## src/common/ccu_pkg.sv

```systemverilog
// Constants and types for the compare unit of the capture/compare/PWM block.
// Assumes an APB master with 32-bit data and byte addressing.
package ccu_pkg;

  // ----------------------------------------------------------------------
  // Register byte offsets
  // ----------------------------------------------------------------------
  localparam logic [7:0] OFS_CONTROL = 8'h00;
  localparam logic [7:0] OFS_VALUE_LOW = 8'h04;
  localparam logic [7:0] OFS_VALUE_HIGH = 8'h08;
  localparam logic [7:0] OFS_ENABLES = 8'h0c;
  localparam logic [7:0] OFS_FLAGS = 8'h10;

  // ----------------------------------------------------------------------
  // Field positions and reset values
  // ----------------------------------------------------------------------
  localparam int BIT_EVENT = 5;
  localparam int BIT_OVERFLOW = 0;
  localparam logic [7:0] FLAG_MASK = 8'h21;
  localparam logic [7:0] RST_BYTE = 8'h00;
  localparam logic [1:0] DUTY_LO_BITS = 2'h0;

  // ----------------------------------------------------------------------
  // Mode select encodings
  // ----------------------------------------------------------------------
  localparam logic [3:0] MODE_OFF = 4'h0;
  localparam logic [3:0] MODE_TOGGLE = 4'h2;
  localparam logic [3:0] MODE_SET = 4'h8;
  localparam logic [3:0] MODE_CLEAR = 4'h9;
  localparam logic [3:0] MODE_SOFT_IRQ = 4'ha;
  localparam logic [3:0] MODE_SPECIAL = 4'hb;
  localparam logic [1:0] MODE_PWM_TOP = 2'h3;

  // Control register layout, bit 7 down to bit 0.
  typedef struct packed {
    logic [1:0] output_steering_select;
    logic [1:0] duty_low_bits;
    logic [3:0] unit_mode_select;
  } ccu_ctrl_s;

  // Timer1 side of the unit.
  typedef struct packed {
    logic [15:0] count;
    logic tick;
    logic overflow;
  } ccu_timer_s;

endpackage : ccu_pkg

```

## src/hw/ccu_compare_unit.sv

```systemverilog
// Compare unit with special event trigger, single-pin PWM and APB registers.
// Assumes Timer1 and Timer2 live outside and run on pclk; Timer1 updates
// only in cycles with tick high, and clears instead of counting when
// timer_clear is high in its tick cycle.
`timescale 1ns/1ps
`default_nettype none

// Contract
// RL1 - Compare the 16-bit pair with the Timer1 count on each update.
// RL2 - A match does one action: toggle, set, clear, trigger or flag only.
// RL3 - Every compare mode sets the event flag on a match.
// RL4 - Writing zero to control forces the compare latch low.
// RL5 - Mode 1010 sets the flag only and leaves the pin alone.
// RL6 - Mode 1011 resets Timer1 and starts ADC when the ADC is enabled.
// RL7 - Special event mode does not take the pin.
// RL8 - Special event trigger asserts in the same cycle equality is seen.
// RL9 - Timer1 clears at its next clock edge, making the pair a period.
// RL10 - Special event reset never sets the Timer1 overflow flag.
// RL11 - If the match goes away before the Timer1 edge, no reset.
// RL12 - Software runs Timer1 in timer or synchronized counter mode.
// RL13 - Software clears the pin direction bit for compare output.
// RL14 - Software clears control before writing a new prescaler mode.
// RL15 - PWM mode drives a 10-bit duty pulse on the pin.
// RL16 - Writing zero to control releases the pin to the port.
// RL17 - Codes 0010 toggle, 1000 set, 1001 clear, each flagging on match.
// RL18 - Mode 0000 turns the unit off and resets its state.
// RL19 - Hardware never clears the event flag; software does.
// RL20 - Flag and pin action happen once on entry into equality.
module ccu_compare_unit (
  // Clock and reset
  input wire logic pclk,
  input wire logic presetn,
  // APB slave
  input wire logic psel,
  input wire logic penable,
  input wire logic pwrite,
  input wire logic [7:0] paddr,
  input wire logic [31:0] pwdata,
  output logic [31:0] prdata,
  output logic pready,
  output logic pslverr,
  // Timer1
  input wire ccu_pkg::ccu_timer_s timer_one,
  output logic timer_clear,
  // Timer2 time base for PWM
  input wire logic [9:0] pwm_time_base,
  input wire logic pwm_period_start,
  // ADC
  input wire logic adc_enabled,
  output logic adc_start,
  output logic special_event_trigger,
  // Pin and interrupt levels
  output logic unit_pin_out,
  output logic unit_pin_drive_n,
  output logic unit_event_flag,
  output logic unit_event_enable
);

  // ----------------------------------------------------------------------
  // Mode helpers
  // ----------------------------------------------------------------------

  // True for the five compare sub-modes.
  function automatic logic is_compare(input logic [3:0] m);
    is_compare = (m == ccu_pkg::MODE_TOGGLE) || (m == ccu_pkg::MODE_SET) ||
                 (m == ccu_pkg::MODE_CLEAR) ||
                 (m == ccu_pkg::MODE_SOFT_IRQ) ||
                 (m == ccu_pkg::MODE_SPECIAL);
  endfunction

  // True for the modes in which the unit owns the pin.
  function automatic logic owns_pin(input logic [3:0] m);
    owns_pin = (m == ccu_pkg::MODE_TOGGLE) || (m == ccu_pkg::MODE_SET) ||
               (m == ccu_pkg::MODE_CLEAR) ||
               (m[3:2] == ccu_pkg::MODE_PWM_TOP);
  endfunction

  // ----------------------------------------------------------------------
  // Registers and wires
  // ----------------------------------------------------------------------
  ccu_pkg::ccu_ctrl_s ctrl_r;
  logic [7:0] value_low_r;
  logic [7:0] value_high_r;
  logic enable_evt_r;
  logic enable_ovf_r;
  logic flag_evt_r;
  logic flag_ovf_r;
  logic match_prev_r;
  logic pin_r;
  logic [9:0] duty_latch_r;
  logic pready_r;
  logic [31:0] prdata_r;
  logic pslverr_r;
  logic [3:0] mode;
  logic match;
  logic match_entry;
  logic sev_mode;
  logic wr_en;
  logic rd_take;
  logic addr_ok;
  logic [7:0] rd_byte;

  assign mode = ctrl_r.unit_mode_select;
  assign sev_mode = (mode == ccu_pkg::MODE_SPECIAL);

  // ----------------------------------------------------------------------
  // APB slave
  // ----------------------------------------------------------------------

  // One wait state so that read data comes straight from a flip-flop.
  assign rd_take = psel && penable && !pready_r;
  assign wr_en = psel && penable && pready_r && pwrite && addr_ok;
  assign pready = pready_r;
  assign prdata = prdata_r;
  assign pslverr = pslverr_r && pready_r;

  // Address decode for the five registers.
  always_comb begin
    addr_ok = 1'b1;
    rd_byte = ccu_pkg::RST_BYTE;
    if (paddr == ccu_pkg::OFS_CONTROL) begin
      rd_byte = ctrl_r;
    end else if (paddr == ccu_pkg::OFS_VALUE_LOW) begin
      rd_byte = value_low_r;
    end else if (paddr == ccu_pkg::OFS_VALUE_HIGH) begin
      rd_byte = value_high_r;
    end else if (paddr == ccu_pkg::OFS_ENABLES) begin
      rd_byte[ccu_pkg::BIT_EVENT] = enable_evt_r;
      rd_byte[ccu_pkg::BIT_OVERFLOW] = enable_ovf_r;
    end else if (paddr == ccu_pkg::OFS_FLAGS) begin
      rd_byte[ccu_pkg::BIT_EVENT] = flag_evt_r;
      rd_byte[ccu_pkg::BIT_OVERFLOW] = flag_ovf_r;
    end else begin
      addr_ok = 1'b0;
    end
  end

  // Handshake and read data capture.
  always_ff @(posedge pclk or negedge presetn) begin
    if (!presetn) begin
      pready_r <= 1'b0;
      prdata_r <= 32'h0000_0000;
      pslverr_r <= 1'b0;
    end else begin
      pready_r <= rd_take;
      if (rd_take) begin
        prdata_r <= {24'h00_0000, rd_byte};
        pslverr_r <= !addr_ok;
      end
    end
  end

  // Plain read/write registers.
  always_ff @(posedge pclk or negedge presetn) begin
    if (!presetn) begin
      ctrl_r <= ccu_pkg::RST_BYTE;
      value_low_r <= ccu_pkg::RST_BYTE;
      value_high_r <= ccu_pkg::RST_BYTE;
      enable_evt_r <= 1'b0;
      enable_ovf_r <= 1'b0;
    end else if (wr_en) begin
      if (paddr == ccu_pkg::OFS_CONTROL) begin
        ctrl_r <= pwdata[7:0];
      end else if (paddr == ccu_pkg::OFS_VALUE_LOW) begin
        value_low_r <= pwdata[7:0];
      end else if (paddr == ccu_pkg::OFS_VALUE_HIGH) begin
        value_high_r <= pwdata[7:0];
      end else if (paddr == ccu_pkg::OFS_ENABLES) begin
        enable_evt_r <= pwdata[ccu_pkg::BIT_EVENT];
        enable_ovf_r <= pwdata[ccu_pkg::BIT_OVERFLOW];
      end
    end
  end

  // ----------------------------------------------------------------------
  // Compare and special event
  // ----------------------------------------------------------------------

  // Equality is live, so a pair rewrite removes a pending reset at once.
  assign match = is_compare(mode) &&
                 (timer_one.count == {value_high_r, value_low_r}); // RL1
  assign match_entry = match && !match_prev_r; // RL20
  assign special_event_trigger = sev_mode && match; // RL8
  assign timer_clear = special_event_trigger && timer_one.tick; // RL9 RL11
  assign adc_start = sev_mode && match_entry && adc_enabled; // RL6

  // Remembers equality so the action fires once per entry.
  always_ff @(posedge pclk or negedge presetn) begin
    if (!presetn) begin
      match_prev_r <= 1'b0;
    end else if (mode == ccu_pkg::MODE_OFF) begin
      match_prev_r <= 1'b0; // RL18
    end else begin
      match_prev_r <= match;
    end
  end

  // ----------------------------------------------------------------------
  // Flags: hardware sets win over a software clear in the same cycle
  // ----------------------------------------------------------------------
  always_ff @(posedge pclk or negedge presetn) begin
    if (!presetn) begin
      flag_evt_r <= 1'b0;
      flag_ovf_r <= 1'b0;
    end else begin
      if (match_entry) begin
        flag_evt_r <= 1'b1; // RL3 RL5 RL17
      end else if (wr_en && paddr == ccu_pkg::OFS_FLAGS) begin
        flag_evt_r <= pwdata[ccu_pkg::BIT_EVENT]; // RL19
      end
      // A cleared-by-trigger Timer1 never wraps, so no overflow is seen.
      if (timer_one.overflow && !timer_clear) begin
        flag_ovf_r <= 1'b1; // RL10
      end else if (wr_en && paddr == ccu_pkg::OFS_FLAGS) begin
        flag_ovf_r <= pwdata[ccu_pkg::BIT_OVERFLOW];
      end
    end
  end

  assign unit_event_flag = flag_evt_r;
  assign unit_event_enable = enable_evt_r;

  // ----------------------------------------------------------------------
  // Pin latch, shared by compare and PWM
  // ----------------------------------------------------------------------

  // The latch is separate from the port data latch and idles low.
  always_ff @(posedge pclk or negedge presetn) begin
    if (!presetn) begin
      pin_r <= 1'b0;
      duty_latch_r <= 10'h000;
    end else if (mode == ccu_pkg::MODE_OFF) begin
      pin_r <= 1'b0; // RL4 RL18
      duty_latch_r <= 10'h000;
    end else if (mode[3:2] == ccu_pkg::MODE_PWM_TOP) begin
      // Duty is latched only at a period start, so edits never glitch.
      if (pwm_period_start) begin
        duty_latch_r <= {value_low_r, ctrl_r.duty_low_bits};
        pin_r <= ({value_low_r, ctrl_r.duty_low_bits} != 10'h000); // RL15
      end else if (pwm_time_base == duty_latch_r) begin
        pin_r <= 1'b0; // RL15
      end
    end else if (match_entry) begin
      case (mode)
        ccu_pkg::MODE_TOGGLE: begin
          pin_r <= !pin_r; // RL2 RL17
        end
        ccu_pkg::MODE_SET: begin
          pin_r <= 1'b1; // RL2 RL17
        end
        ccu_pkg::MODE_CLEAR: begin
          pin_r <= 1'b0; // RL2 RL17
        end
        default: begin
          pin_r <= pin_r; // RL5 RL7
        end
      endcase
    end
  end

  assign unit_pin_out = pin_r;
  assign unit_pin_drive_n = !owns_pin(mode); // RL7 RL16
endmodule : ccu_compare_unit

`default_nettype wire

```

## config.mk

```make
export PLATFORM = sky130hd
export DESIGN_NAME = ccu_compare_unit
export DESIGN_NICKNAME = d
export VERILOG_FILES = /design/src/common/ccu_pkg.sv /design/src/hw/ccu_compare_unit.sv
export SDC_FILE = /design/constraint.sdc
export NUM_CORES = 1
export LEC_CHECK = 0
export BUFFER_PORTS_ARGS = -buffer_cell sky130_fd_sc_hd__buf_2
export CORE_MARGIN = 2
export CORE_UTILIZATION = 27
export DETAILED_ROUTE_END_ITERATION = 8
export PLACE_DENSITY = 0.6
export SLEW_MARGIN = 20
export SYNTH_ARGS = -nofsm -noshare
export SYNTH_HDL_FRONTEND = slang
export SYNTH_SLANG_ARGS = --single-unit
```

## constraint.sdc

```tcl
create_clock -name pclk -period 2 [get_ports pclk]
set_input_delay 0.2 -clock pclk [delete_from_list [all_inputs] [get_ports pclk]]
set_output_delay 0.2 -clock pclk [all_outputs]
set_load 0.01 [all_outputs]
```

==> impl_metrics.py <==
metrics = {
    "yosys": {
        "async_flop_share_pct": 100,
        "syn_inst": 287,
        "netlist_area_sq_um": 2840,
        "synth_area_leader_cell": "dfrtp_1",
        "yosysSeqAreaShare_pct": 44.0,
        "ys.flop_type": "dfrtp_1",
        "ys_warn_count": 0,
        "synth_cell_types": 37,
        "synth-edff-count": 0,
        "netlist_top_cells_area": "dfrtp_1, mux2_2, buf_4",
        "ys_top_cells_by_count": "dfrtp_1, nand2_1, mux2_2",
        "yosysMostFrequentCell": "dfrtp_1",
        "synth-seq-cells": 50,
        "synth_area_per_cell_sq_um": 9.91,
        "synth_top_area_share_pct": 44.0,
    },
    "timing": {
        "relSlewSlack_pct": 56.7,
        "clock.fmax_ghz": 0.469,
        "setup_viol": 2,
        "finalMaxSlewViolations": 0,
        "hold_ws_ns": -0.0208,
        "finalCritPeriodShare_pct": 107,
        "hold_viol": 12,
        "tightest_slew_ns": 0.649,
        "setup_slack_ns": -0.134,
        "grt_setup_unrepaired": "yes",
        "setup-tns-final_ns": -0.264,
        "skew_ns": 0.00893,
        "fin_crit_ns": 2.13,
    },
    "worst_setup_path": {
        "path_class": "flip-flop to output port",
        "reg2reg_slack_ns": 0.24,
        "critPathRequiredTime_ns": 1.80,
        "reg2reg_from": "value_high_r[0]",
        "critPathLaunch": "value_high_r[0]",
        "reg2reg_to": "flag_ovf_r",
        "crit_path_start_kind": "flip-flop",
        "rr_worst_depth": 5,
        "timing.critical_path.to": "adc_start",
        "cp_max_fo": 2,
        "arrival_ns": 1.93,
        "critPathCaptureType": "output port",
    },
    "cts": {
        "clk_pin_slew_ns": 0.09,
        "clock_sinks": 50,
        "hold_buffers": 0,
        "clockRootBuffer": "clkbuf_8",
        "cts_made_buffers": 5,
        "clock_latency_ns": 0.31,
        "clockBufferDepth": 2,
        "cts_tree": "done",
        "cts_htree_levels": 2,
    },
    "floorplan": {
        "die_h_microns": 107,
        "pin_count": 116,
        "die_area_sq_um": 11400,
        "die_w_microns": 107,
        "num_rows": 37,
        "start_util_pct": 27.7,
        "core-area_sq_um": 10300,
    },
    "drt": {
        "drt_wl_total_microns": 7150,
        "drt_iter0_drc": 107,
        "dr.pass1.iters": 6,
        "post-route-drc-count": 0,
        "ant_nets": 0,
        "wl_per_cell_microns": 14.1,
        "viasPerCell": 4.54,
        "num_vias": 2298,
    },
    "global_routing": {
        "grt_pass1_vias": 2309,
        "antenna_found_initial": 0,
        "global_route.overflow_total": 0,
        "grt_max_degree": 51,
        "grt_pass1_wl_microns": 11600,
        "gr-usage-all-layers_pct": 12.9,
    },
    "power_and_ir_drop": {
        "pwr-share-comb_pct": 10.7,
        "peakVddDrop_mv": 0.219,
        "power_mw": 1.79,
        "p_int_mw": 1.33,
        "p_seq_share_pct": 57.1,
        "cellLeakagePower_nw": 1.71,
        "p_per_area_nw_per_um2": 513,
        "power.share.clock_pct": 32.2,
        "power_switching_mw": 0.455,
        "p_sw_share_pct": 25.5,
    },
    "placement": {
        "dp_hpwl_microns": 5700,
        "dp_cells": 497,
        "portBuffers": 67,
        "place.gp.congestion": 0.899,
        "dpl_cell_area_sq_um": 3340,
        "place_ws_ns": 0.0330,
    },
    "layout": {
        "num_antenna_cells": 0,
        "drive_gt1_share_pct": 35.7,
        "design_area_sq_um": 3490,
        "instances_no_fill": 506,
        "fin_nets": 445,
        "area_growth_pct": 22.6,
        "final_core_util_pct": 33.9,
    },
    "run_status": {
        "failed_checks": "hold timing, setup timing",
        "status": "complete, but fails checks",
    },
    "job": {
        "drv_cap": 0,
    },
    "worst_hold_path": {
        "min_path_type": "input port to asynchronous set/reset pin",
    },
}
==> worst min path at each step <==
stage                end  slack [ns]  cells after the start
2_1_floorplan  ctrl_r[4]        -0.1                      0
3_3_place_gp   prdata[5]        0.34                      2
3_5_place_dp   prdata[5]        0.35                      2
4_1_cts        prdata[5]        0.02                      2
5_1_grt        pslverr_r        0.05                      2
6_report       prdata[5]       -0.02                      2
==> power by group through the flow <==
stage | clock network [mW] | logic [mW] | registers (mW)
floorplan | 0 | 0.115 | 1.04
global placement | 0 | 0.185 | 1.04
detailed placement | 0 | 0.188 | 1.04
CTS | 0.597 | 0.193 | 1.02
global route | 0.637 | 0.216 | 1.02
finish | 0.576 | 0.191 | 1.02
==> logic make-up (layout without fill, tap and decap cells) <==
logic type | Yosys count | count (layout) | share of synthesized area (%)
DFF | 50 | 50 | 44.0
muxes | 37 | 37 | 15.0
other | 1 | 24 | 0.132
and+or+nand+nor | 97 | 97 | 16.8
AOI/OAI and AO/OA | 38 | 38 | 7.79
xor gates and xnor gates | 26 | 26 | 8.01
buffers and inverters | 38 | 98 | 8.23
==> cells in the final DEF (no fill, tap or decap), types with 9 or more instances in the layout <==
cell      n
xor2_1   10
conb_1   24
o21ai_0  18
xnor2_1  11
buf_4    18
mux2i_1   9
nand2_1  48
mux2_2   26
buf_2    67
nor2_1   11
a21oi_1  10
dfrtp_1  50
==> registers in the layout, indices dropped and copies added (netlist names) <==
signal             count
duty_latch_r          10
prdata                 8
value_high_r           8
value_low_r            8
ctrl_r                 4
mode                   4
enable_ovf_r           1
flag_ovf_r             1
match_prev_r           1
pready                 1
pslverr_r              1
unit_event_enable      1
unit_event_flag        1
unit_pin_out           1
==> routing by layer <==
metal / global-route usage, % / up-vias / wire length (microns)
li1: - / 1101 / -
met1: 17.0 / 1095 / 3200
met2: 21.7 / 89 / 3410
met3: 2.25 / 13 / 389
met4: 4.08 / 0 / 144
met5: 0 / - / 0
==> layout make-up <==
cell class                 count  area (sq um)
fill                        1090          6790
clock buffer                   6          72.6
tap                          136           170
sequential                    50          1250
inverter                       6          22.5
timing repair buffer          85           470
clock inverter                 1          7.51
multi-input combinational    222          1490
==> what timing repair did <==
item,in CTS,in global routing
endpoints found under the hold margin,0,0
gates resized for setup,7,0
pin swaps,5,2
setup endpoints to repair,3,3
buffers inserted,2,0
==> worst max-delay path, cell delays in order (launching register included) <==
cell       delay, ns
dfrtp_1         0.42
xnor2_2         0.17
o2111ai_1       0.15
nor4_2          0.34
nand2_1         0.13
nor4_2          0.24
buf_2           0.18
Note: power is estimated with default switching activity, not from simulation.
